==> src/verilog/oaslo_pkg.sv <==
// Constants and types for the octal converter serial LVDS output block
`default_nettype none
package oaslo_pkg;
   localparam int WORD_W = 12;
   localparam int HALF_SLOTS = 24;
   localparam int FRAME_HIGH_HALVES = 12;
   localparam int LATENCY_HALF_CYC = 17;
   localparam int PIPE_DEPTH = (LATENCY_HALF_CYC + 1) / 2;
   localparam int ACC_W = 16;
   localparam logic [15:0] PERIOD_RST = 16'hffff;
   localparam logic [6:0] REG_PLL = 7'h00;
   localparam logic [6:0] REG_FMT = 7'h01;
   localparam logic [6:0] REG_LVL = 7'h02;
   localparam logic [6:0] REG_DRV = 7'h03;
   localparam logic [6:0] REG_ICM = 7'h04;
   localparam logic [6:0] REG_CP1 = 7'h07;
   localparam logic [6:0] REG_CP2 = 7'h08;
   localparam logic [6:0] REG_CP3 = 7'h09;
   localparam logic [6:0] REG_SPECIAL = 7'h10;
   localparam logic [7:0] SOFT_RESET_KEY = 8'h5a;
   localparam logic [7:0] RST_PLL = 8'h11;
   localparam logic [7:0] RST_FMT = 8'h00;
   localparam logic [7:0] RST_LVL = 8'h00;
   localparam logic [7:0] RST_DRV = 8'h00;
   localparam logic [7:0] RST_ICM = 8'h08;
   localparam logic [7:0] RST_CP1 = 8'haa;
   localparam logic [7:0] RST_CP2 = 8'h55;
   localparam logic [7:0] RST_CP3 = 8'h5a;
   localparam int PLL_LSB = 4;
   localparam int LVL_CM_LSB = 0;
   localparam int LVL_DATA_LSB = 2;
   localparam int LVL_CLK_LSB = 4;
   localparam int LVL_FRM_LSB = 6;
   localparam int DRV_TERM_LSB = 4;
   localparam int ICM_CLKTERM_BIT = 4;
   localparam int ICM_BIAS_BIT = 5;
   localparam logic [1:0] FORCE_LOW = 2'h1;
   localparam logic [1:0] FORCE_HIGH = 2'h2;
   localparam logic [2:0] TP_OFF = 3'h0;
   localparam logic [2:0] TP_CUSTOM = 3'h1;
   localparam logic [2:0] TP_ALT = 3'h2;
   localparam logic [2:0] TP_RAMP = 3'h3;
   localparam logic [2:0] TP_CHECK = 3'h4;
   localparam logic [11:0] CHECK_A = 12'haaa;
   localparam logic [11:0] CHECK_B = 12'h555;
   typedef struct packed {
      logic spare;
      logic [2:0] tpat;
      logic [1:0] phase;
      logic twos;
      logic msb;
   } oaslo_fmt_t;
   typedef enum logic [1:0] {SPI_IDLE, SPI_ADDR, SPI_DATA, SPI_DONE} oaslo_spi_t;
endpackage
`default_nettype wire

==> src/verilog/oaslo_core.sv <==
// Serial LVDS output side of the octal converter: capture, latency, serializer, config port
// Operation
// - Capture all channels on sample clock rise
// - Output word 8.5 input cycles after sampling
// - Forwarded bit clock at six times sample
// - Data changes on both bit clock edges
// - Frame rising edge marks first word bit
// - Frame rises once per sample clock
// - Default LSB first, offset binary
// - Format register selects MSB first, twos
// - Format register shifts bit clock phase
// - Output common-mode code, default 1.2V
// - Driver current code, default 3.5mA
// - Output termination off by default, selectable
// - Lanes, clock, frame forceable static
// - Test patterns, custom from three registers
// - Input common-mode code, default 1.100V
// - Internal input bias off by default
// - One bit switches clock input termination
// - PLL range resets to 39-50MHz setting
// - Grounded negative input selects single-ended clock
// - Three-bit PLL field, default code 001
`timescale 1ns/1ps
`default_nettype none
module oaslo_core #(
   parameter int NCH = 8
) (
   input wire logic sys_clk,
   input wire logic rst_n,
   input wire logic clkDiffIn,
   input wire logic clkSeIn,
   input wire logic clkNegLowIn,
   input wire logic [NCH-1:0][oaslo_pkg::WORD_W-1:0] convData,
   input wire logic spiCsN,
   input wire logic spiSclk,
   input wire logic sdioIn,
   output logic sdioOut,
   output logic sdioOe,
   output logic [NCH-1:0] laneOut,
   output logic forwardedBitClock,
   output logic frameOut,
   output logic diffClkRxEn,
   output logic [2:0] pllRange,
   output logic [1:0] outCmCode,
   output logic [3:0] driveCurrent,
   output logic [2:0] outTermSel,
   output logic [3:0] inCmCode,
   output logic inBiasInternal,
   output logic clkInTermEn
);
   import oaslo_pkg::*;
   localparam int SW = NCH * WORD_W + 6;
   localparam int HW = 5;
   localparam logic [HW-1:0] LAST_HALF = HW'(HALF_SLOTS - 1);

   logic [SW-1:0] meta_q;
   logic [SW-1:0] sync_q;
   logic sampD_q;
   logic sclkD_q;
   logic seMode;
   logic sampClk;
   logic csN;
   logic sclk;
   logic sdio;
   logic sampRise;
   logic sampFall;
   logic sclkRise;
   logic sclkFall;
   logic [NCH-1:0][WORD_W-1:0] convS;

   // Pins and the converter word are both outside this clock, so all go through two flops
   always_ff @(posedge sys_clk or negedge rst_n)
   begin
      if (!rst_n)
      begin
         meta_q <= '0;
         sync_q <= '0;
         sampD_q <= 1'b0;
         sclkD_q <= 1'b0;
      end
      else
      begin
         meta_q <= {convData, sdioIn, spiSclk, spiCsN, clkNegLowIn, clkSeIn, clkDiffIn};
         sync_q <= meta_q;
         sampD_q <= sampClk;
         sclkD_q <= sclk;
      end
   end

   assign seMode = sync_q[2];
   assign sampClk = seMode ? sync_q[1] : sync_q[0];
   assign csN = sync_q[3];
   assign sclk = sync_q[4];
   assign sdio = sync_q[5];
   assign convS = sync_q[SW-1:6];
   assign sampRise = sampClk & ~sampD_q;
   assign sampFall = ~sampClk & sampD_q;
   assign sclkRise = sclk & ~sclkD_q;
   assign sclkFall = ~sclk & sclkD_q;

   logic [7:0] pll_q, pll_d, lvl_q, lvl_d, drv_q, drv_d, icm_q, icm_d;
   logic [7:0] cp1_q, cp1_d, cp2_q, cp2_d, cp3_q, cp3_d;
   oaslo_fmt_t fmt_q, fmt_d;
   oaslo_spi_t spi_q, spi_d;
   logic [2:0] bit_q, bit_d;
   logic [7:0] shr_q, shr_d;
   logic rd_q, rd_d;
   logic [6:0] addr_q, addr_d;
   logic [6:0] addrNew;
   logic sdo_d, oe_d, wrEn;
   logic [7:0] wData, rData;

   assign addrNew = {shr_q[5:0], sdio};
   assign wData = {shr_q[6:0], sdio};

   always_comb
   begin
      case (addrNew)
         REG_PLL: rData = pll_q;
         REG_FMT: rData = fmt_q;
         REG_LVL: rData = lvl_q;
         REG_DRV: rData = drv_q;
         REG_ICM: rData = icm_q;
         REG_CP1: rData = cp1_q;
         REG_CP2: rData = cp2_q;
         REG_CP3: rData = cp3_q;
         default: rData = 8'h00;
      endcase
   end

   // Two-byte frame: read flag and address, then data, MSB first both ways
   always_comb
   begin
      spi_d = spi_q;
      bit_d = bit_q;
      shr_d = shr_q;
      rd_d = rd_q;
      addr_d = addr_q;
      sdo_d = sdioOut;
      oe_d = sdioOe;
      wrEn = 1'b0;
      case (spi_q)
         SPI_IDLE:
         begin
            spi_d = SPI_ADDR;
            bit_d = 3'h0;
         end
         SPI_ADDR:
            if (sclkRise)
            begin
               shr_d = wData;
               bit_d = bit_q + 3'h1;
               if (bit_q == 3'h7)
               begin
                  rd_d = shr_q[6];
                  addr_d = addrNew;
                  shr_d = rData;
                  spi_d = SPI_DATA;
               end
            end
         SPI_DATA:
         begin
            if (rd_q && sclkFall)
            begin
               sdo_d = shr_q[7];
               oe_d = 1'b1;
               shr_d = {shr_q[6:0], 1'b0};
            end
            if (sclkRise)
            begin
               bit_d = bit_q + 3'h1;
               if (!rd_q)
                  shr_d = wData;
               if (bit_q == 3'h7)
               begin
                  wrEn = !rd_q;
                  spi_d = SPI_DONE;
               end
            end
         end
         default: oe_d = 1'b0;
      endcase
      // A deselect aborts any frame; a new frame needs chip select high first
      if (csN)
      begin
         spi_d = SPI_IDLE;
         oe_d = 1'b0;
      end
   end

   always_comb
   begin
      pll_d = pll_q;
      fmt_d = fmt_q;
      lvl_d = lvl_q;
      drv_d = drv_q;
      icm_d = icm_q;
      cp1_d = cp1_q;
      cp2_d = cp2_q;
      cp3_d = cp3_q;
      if (wrEn)
      begin
         case (addr_q)
            REG_PLL: pll_d = wData;
            REG_FMT: fmt_d = oaslo_fmt_t'(wData);
            REG_LVL: lvl_d = wData;
            REG_DRV: drv_d = wData;
            REG_ICM: icm_d = wData;
            REG_CP1: cp1_d = wData;
            REG_CP2: cp2_d = wData;
            REG_CP3: cp3_d = wData;
            REG_SPECIAL:
               if (wData == SOFT_RESET_KEY)
               begin
                  pll_d = RST_PLL;
                  fmt_d = oaslo_fmt_t'(RST_FMT);
                  lvl_d = RST_LVL;
                  drv_d = RST_DRV;
                  icm_d = RST_ICM;
                  cp1_d = RST_CP1;
                  cp2_d = RST_CP2;
                  cp3_d = RST_CP3;
               end
            default: ;
         endcase
      end
   end

   assign pllRange = pll_q[PLL_LSB +: 3];
   assign outCmCode = lvl_q[LVL_CM_LSB +: 2];
   assign driveCurrent = drv_q[3:0];
   assign outTermSel = drv_q[DRV_TERM_LSB +: 3];
   assign inCmCode = icm_q[3:0];
   assign inBiasInternal = icm_q[ICM_BIAS_BIT];
   assign clkInTermEn = icm_q[ICM_CLKTERM_BIT];

   // Bit timing: period measured between falling sample edges, split in 24 half slots.
   // The estimate lags by one period, so a changing input clock costs a frame or two.
   logic [ACC_W-1:0] per_q, per_d, perCnt_q, perCnt_d, acc_q, acc_d;
   logic [ACC_W:0] accSum;
   logic [HW-1:0] half_q, half_d;
   logic stable_q, stable_d;
   logic [WORD_W-1:0] frm_q, frm_d;

   always_comb
   begin
      per_d = per_q;
      perCnt_d = (&perCnt_q) ? perCnt_q : perCnt_q + 16'h1;
      accSum = {1'b0, acc_q} + 17'(HALF_SLOTS);
      acc_d = acc_q;
      half_d = half_q;
      stable_d = stable_q;
      frm_d = frm_q;
      if (sampFall)
      begin
         per_d = perCnt_d;
         stable_d = (perCnt_d == per_q);
         perCnt_d = '0;
         acc_d = '0;
         half_d = '0;
         frm_d = frm_q + 12'h1;
      end
      else if (half_q != LAST_HALF)
      begin
         if (accSum >= {1'b0, per_q})
         begin
            acc_d = ACC_W'(accSum - {1'b0, per_q});
            half_d = half_q + 5'h1;
         end
         else
            acc_d = ACC_W'(accSum);
      end
   end

   function automatic logic forceLvl(input logic v, input logic [1:0] code);
      case (code)
         FORCE_LOW: return 1'b0;
         FORCE_HIGH: return 1'b1;
         default: return v;
      endcase
   endfunction

   logic [NCH-1:0][WORD_W-1:0] pipe_q [PIPE_DEPTH];
   logic [NCH-1:0][WORD_W-1:0] pipe_d [PIPE_DEPTH];
   logic [NCH-1:0][WORD_W-1:0] word_q, word_d;
   logic [NCH-1:0] lane_d;
   logic fbc_d, frame_d;
   logic [HW-1:0] phSum;
   logic [3:0] idx, outIdx_q;
   logic [4:0] tog_q, tog_d;
   logic cfgHeld_q, cfgHeld_d;
   logic [WORD_W-1:0] patA, patB;
   assign patA = {cp2_q[3:0], cp1_q};
   assign patB = {cp3_q, cp2_q[7:4]};
   // A phase or clock force change inside a frame legally bends its edge count
   assign cfgHeld_d = (sampFall || cfgHeld_q)
      && {fmt_d, lvl_d[LVL_CLK_LSB +: 2]} == {fmt_q, lvl_q[LVL_CLK_LSB +: 2]};

   always_comb
   begin
      logic [WORD_W-1:0] w;
      w = '0;
      pipe_d = pipe_q;
      word_d = word_q;
      if (sampRise)
      begin
         pipe_d[0] = convS;
         for (int i = 1; i < PIPE_DEPTH; i++)
            pipe_d[i] = pipe_q[i-1];
      end
      idx = half_d[HW-1:1];
      phSum = half_d + HW'(fmt_q.phase);
      fbc_d = forceLvl(phSum[1], lvl_q[LVL_CLK_LSB +: 2]);
      frame_d = forceLvl(half_d < HW'(FRAME_HIGH_HALVES), lvl_q[LVL_FRM_LSB +: 2]);
      for (int c = 0; c < NCH; c++)
      begin
         // twos complement flips the sign bit
         w = pipe_q[PIPE_DEPTH-1][c] ^ {fmt_q.twos, {(WORD_W-1){1'b0}}};
         case (fmt_q.tpat)
            TP_CUSTOM: w = patA;
            TP_ALT: w = frm_q[0] ? patB : patA;
            TP_RAMP: w = frm_q;
            TP_CHECK: w = frm_q[0] ? CHECK_B : CHECK_A;
            default: ;
         endcase
         // oldest stage leaves half a cycle later
         if (sampFall)
            word_d[c] = w;
         lane_d[c] = fmt_q.msb ? word_d[c][4'(WORD_W-1) - idx] : word_d[c][idx];
         lane_d[c] = forceLvl(lane_d[c], lvl_q[LVL_DATA_LSB +: 2]);
      end
      tog_d = sampFall ? 5'h0 : tog_q + 5'(fbc_d != forwardedBitClock);
   end

   always_ff @(posedge sys_clk or negedge rst_n)
   begin
      if (!rst_n)
      begin
         pll_q <= RST_PLL;
         fmt_q <= oaslo_fmt_t'(RST_FMT);
         lvl_q <= RST_LVL;
         drv_q <= RST_DRV;
         icm_q <= RST_ICM;
         cp1_q <= RST_CP1;
         cp2_q <= RST_CP2;
         cp3_q <= RST_CP3;
         spi_q <= SPI_IDLE;
         bit_q <= 3'h0;
         shr_q <= 8'h00;
         rd_q <= 1'b0;
         addr_q <= 7'h00;
         sdioOut <= 1'b0;
         sdioOe <= 1'b0;
         per_q <= PERIOD_RST;
         perCnt_q <= '0;
         acc_q <= '0;
         half_q <= '0;
         stable_q <= 1'b0;
         frm_q <= '0;
         pipe_q <= '{default: '0};
         word_q <= '0;
         laneOut <= '0;
         forwardedBitClock <= 1'b0;
         frameOut <= 1'b0;
         diffClkRxEn <= 1'b1;
         outIdx_q <= 4'h0;
         tog_q <= 5'h0;
         cfgHeld_q <= 1'b0;
      end
      else
      begin
         pll_q <= pll_d;
         fmt_q <= fmt_d;
         lvl_q <= lvl_d;
         drv_q <= drv_d;
         icm_q <= icm_d;
         cp1_q <= cp1_d;
         cp2_q <= cp2_d;
         cp3_q <= cp3_d;
         spi_q <= spi_d;
         bit_q <= bit_d;
         shr_q <= shr_d;
         rd_q <= rd_d;
         addr_q <= addr_d;
         sdioOut <= sdo_d;
         sdioOe <= oe_d;
         per_q <= per_d;
         perCnt_q <= perCnt_d;
         acc_q <= acc_d;
         half_q <= half_d;
         stable_q <= stable_d;
         frm_q <= frm_d;
         pipe_q <= pipe_d;
         word_q <= word_d;
         laneOut <= lane_d;
         forwardedBitClock <= fbc_d;
         frameOut <= frame_d;
         diffClkRxEn <= ~seMode;
         outIdx_q <= idx;
         tog_q <= tog_d;
         cfgHeld_q <= cfgHeld_d;
      end
   end
endmodule // oaslo_core
`default_nettype wire

==> config.mk <==
export PLATFORM = sky130hd
export DESIGN_NAME = oaslo_core
export DESIGN_NICKNAME = d
export VERILOG_FILES = /design/src/verilog/oaslo_pkg.sv /design/src/verilog/oaslo_core.sv
export SDC_FILE = /design/constraint.sdc
export NUM_CORES = 2
export LEC_CHECK = 0
export BUFFER_PORTS_ARGS = -buffer_cell sky130_fd_sc_hd__buf_2
export CELL_PAD_IN_SITES_DETAIL_PLACEMENT = 0
export CELL_PAD_IN_SITES_GLOBAL_PLACEMENT = 1
export CORE_MARGIN = 4
export CORE_UTILIZATION = 54
export CTS_BUF_LIST = sky130_fd_sc_hd__clkbuf_4
export DETAILED_ROUTE_END_ITERATION = 12
export HOLD_SLACK_MARGIN = 0.1
export PLACE_DENSITY = 0.87
export SLEW_MARGIN = 20
export SYNTH_ARGS = -nofsm -noshare
export SYNTH_HDL_FRONTEND = slang
export SYNTH_SLANG_ARGS = --single-unit
export TNS_END_PERCENT = 5
==> constraint.sdc <==
create_clock -name sys_clk -period 6.5 [get_ports sys_clk]
set_input_delay 0.325 -clock sys_clk [delete_from_list [all_inputs] [get_ports sys_clk]]
set_output_delay 0.325 -clock sys_clk [all_outputs]
set_load 0.03 [all_outputs]
==> metrics <==
peak supply drop=~240 µV; initial core utilization=0.546; area delta synth->final=15.8%; CP delay by family, top=simple AND/OR/NAND/NOR gates; cts bufs inserted=around 350; Hold Path Depth=3; Hold Path Sink=meta_q[97]$_DFF_PN0_; CTS sink count=1329; initial antenna violation count=6; cell count after synthesis=between 3000 and 4000; skew final=0.124 ns; Placeable Area=approximately 95000 µm²; share of cells above drive strength 1=0.375; Reg clk slew, reported paths=~0.07 ns; Vias=just over 30000; Synth Area per Inst=approximately 14 µm²; met3 GRT Util=0.0439; residual DRC count=0; Leakage=about 0.027 µW; die area=101000 µm²; WP data arrival=approximately 6.3 ns; CP required=roughly 7.5 ns; post-cts resize count=0; DR pass1 iterations=6; Worst Slack Setup Final=about 1.2 ns; vias in the first global route=~33000; global route hottest layer=met2; Port Buffer Count=about 130; Die X=between 300 and 400 µm; final-layout fill cell count=around 7300; htree depth=5; Max-slew headroom=0.189; placed cell count=between 5000 and 6000; vias per cell=around 5.4; CTS tree=done; Crit Path Category=reg -> reg; remaining antenna violation count=0; total grt overflow=0; Worst R2R Setup Slack=~1.2 ns; Hold Crit Start=convData[91]; max incr delay on CP=0.69 ns; Clock Tree Root=clkbuf_4; Async SR Flop Fraction=1.00; RSZ-0062 raised after global routing=no; worst-case clock buffer depth=4; Most common cell on crit path=ha_1; HPWL after detailed placement=~65000 µm; PwrDens=about 430 nW/µm²; # hold bufs at CTS=approximately 210; largest net degree at the start of global routing=between 150 and 200; M1 GR Usage=0.293; num ports=around 140; RR Startpoint=acc_q[3]$_DFFE_PN0P_; register bit total from synthesis=1329; actual slew at the worst max-slew pin=about 1.2 ns; Critical-path top delay cell=ha_1; First DRT Iteration DRCs=about 1900; crit path cell chain=inv_1 > ha_1 > nor2_1 > nand3_1 > xnor2_1 > ha_1 > and4_1 > nand4_1 > o41ai_2 > nor3_2 > a21boi_4 > o21a_4 > inv_2 > ha_1 > nand3_1 > nor4_1 > a2111oi_0 > a311oi_1; Tot GR Track Use=0.213; post-CTS setup buffers=0; met2 Usage GRT=0.336; synthesis warning total=0; number of synthesized flops with an enable pin=0; Die Ht=~320 µm; Seq/Total Area, Yosys=0.640; worst skew pair latency=between 1 and 1.5 ns; CP Launch Type=register; Syn Std Cell Area=between 50000 and 60000 µm²; first-pass GRT wire length=175000 µm; outcome=completed; min Tclk post-route=around 5.3 ns; Final nets=approximately 4400; Slew Viols, Final=0; Final period util=0.815; Rows=between 100 and 150; Final setup viols=0; Final GP Congestion=0.885; drt wl/cell=between 15 and 20 µm; Max Freq=189 MHz; critical path buffer and inverter count=2; total routed wirelength=about 110000 µm; Critical R2R Capture=laneOut[7]$_DFF_PN0_; Synth Net Count=3897; ys flop type=dfrtp_1; Max-cap violations=0; Final Hold Fails=0; CP endpoint kind=register; final setup TNS=0 ns; CP startpoint=acc_q[3]$_DFFE_PN0P_; logic depth of the worst register-to-register path=18; final cell count without fillers=between 5000 and 6000; dpl ws=between 1 and 1.5 ns; worst min-delay path category=in -> reg; crit-path max FO=14; Yosys cell types=92
-- registers in the layout (all words and copies together) (netlist names), 5 cells and up --
name	cells
half_q	5
icm_q	8
cp1_q	8
frm_q	12
pipe_q	864
perCnt_q	16
meta_q	102
fmt_q	8
word_q	96
shr_q	8
cp3_q	8
lvl_q	8
acc_q	16
per_q	16
laneOut	8
addr_q	7
pll_q	8
drv_q	8
sync_q	102
cp2_q	8
-- worst reg2reg max path: stages (launching register included) --
cell and delay [ns]:
dfrtp_1 0.41, inv_1 0.10, ha_1 0.27, nor2_1 0.39, nand3_1 0.15, xnor2_1 0.18
ha_1 0.36, and4_1 0.25, nand4_1 0.15, o41ai_2 0.44, nor3_2 0.17, a21boi_4 0.26
o21a_4 0.17, inv_2 0.03, ha_1 0.69, nand3_1 0.20, nor4_1 0.51, a2111oi_0 0.15
a311oi_1 0.31
-- stage by stage --
stage                     power (µW)  cell area (µm²)  utilization  hold slack (ns)
after floorplan                17400            52100            -           0.0294
after global placement         19100            54000        0.567            0.331
after detailed placement       19400            54000        0.567            0.335
after CTS                      26400            60300        0.632            0.110
after global routing           27900            60300        0.633            0.182
final                          26100            60300        0.633            0.298
-- metal layers --
layer	vias up	routed length, µm
met5	-	0
met4	0	2860
met3	190	4590
met2	612	50500
met1	15722	47500
li1	14519	-
-- cell usage after synthesis (13+ instances only) --
library cell	count	area share
mux2i_1	42	0.0081
a211oi_1	29	0.0042
inv_1	59	0.0043
and2_1	16	0.0019
a21oi_1	121	0.012
o21ai_0	120	0.012
a22oi_1	23	0.0033
buf_2	13	0.0012
buf_1	13	0.00094
nand3_1	37	0.0036
nor2_1	205	0.015
nand2_1	276	0.020
dfrtp_1	1297	0.62
dfstp_2	32	0.016
nand4_1	14	0.0017
xor2_1	20	0.0034
clkbuf_1	154	0.011
a31oi_1	15	0.0018
buf_4	21	0.0030
o211ai_1	18	0.0026
xnor2_1	38	0.0064
nor3_1	27	0.0026
mux2_2	908	0.20
ha_1	29	0.0070
a21o_1	17	0.0025
and3_1	15	0.0018
-- layout by cell type (no fill, tap or decap), types with 22 or more instances in the layout --
| master | instances |
|---|---|
| nand3_1 | 37 |
| buf_4 | 39 |
| dfstp_2 | 32 |
| mux2i_1 | 42 |
| ha_1 | 29 |
| nand2_1 | 275 |
| dlygate4sd3_1 | 206 |
| nor2_1 | 204 |
| a21oi_1 | 121 |
| nor3_1 | 27 |
| buf_2 | 133 |
| inv_1 | 59 |
| clkinv_1 | 55 |
| a22oi_1 | 23 |
| mux2_2 | 908 |
| a211oi_1 | 22 |
| clkbuf_4 | 506 |
| o21ai_0 | 119 |
| xnor2_1 | 37 |
| dfrtp_1 | 1297 |
-- worst max-delay path by stage --
stage | to | slack, ns | cells past startpoint
2_1_floorplan | laneOut[1]$_DFF_PN0_ | 1.90 | 20
3_3_place_gp | laneOut[7]$_DFF_PN0_ | 1.36 | 18
3_5_place_dp | laneOut[7]$_DFF_PN0_ | 1.22 | 18
4_1_cts | laneOut[7]$_DFF_PN0_ | 1.17 | 18
5_1_grt | laneOut[7]$_DFF_PN0_ | 0.72 | 18
6_report | laneOut[7]$_DFF_PN0_ | 1.20 | 18
-- kinds of logic after synthesis --
logic type | synth area share
mux | 0.206
flops | 0.640
xor+xnor | 0.00976
simple gates | 0.0553
compound gates | 0.0590
buf+inv | 0.0226
fa+ha+maj | 0.00735
-- power breakdown --
group	switching (µW)	internal (µW)
Sequential	1600	11100
Clock	3110	3660
Combinational	3200	3390
-- layout make-up --
type,instances,area [µm²],share of cell area
Antenna cell,7,17.5,0.000291
Clock buffer,506,3800,0.0630
Clock inverter,70,363,0.00602
Inverter,62,235,0.00390
Multi-Input combinational cell,2163,17700,0.294
Sequential cell,1329,33300,0.552
Tap cell,1265,1580,0.0263
Timing Repair Buffer,391,3290,0.0545
Power figures use the tool's default switching activity.
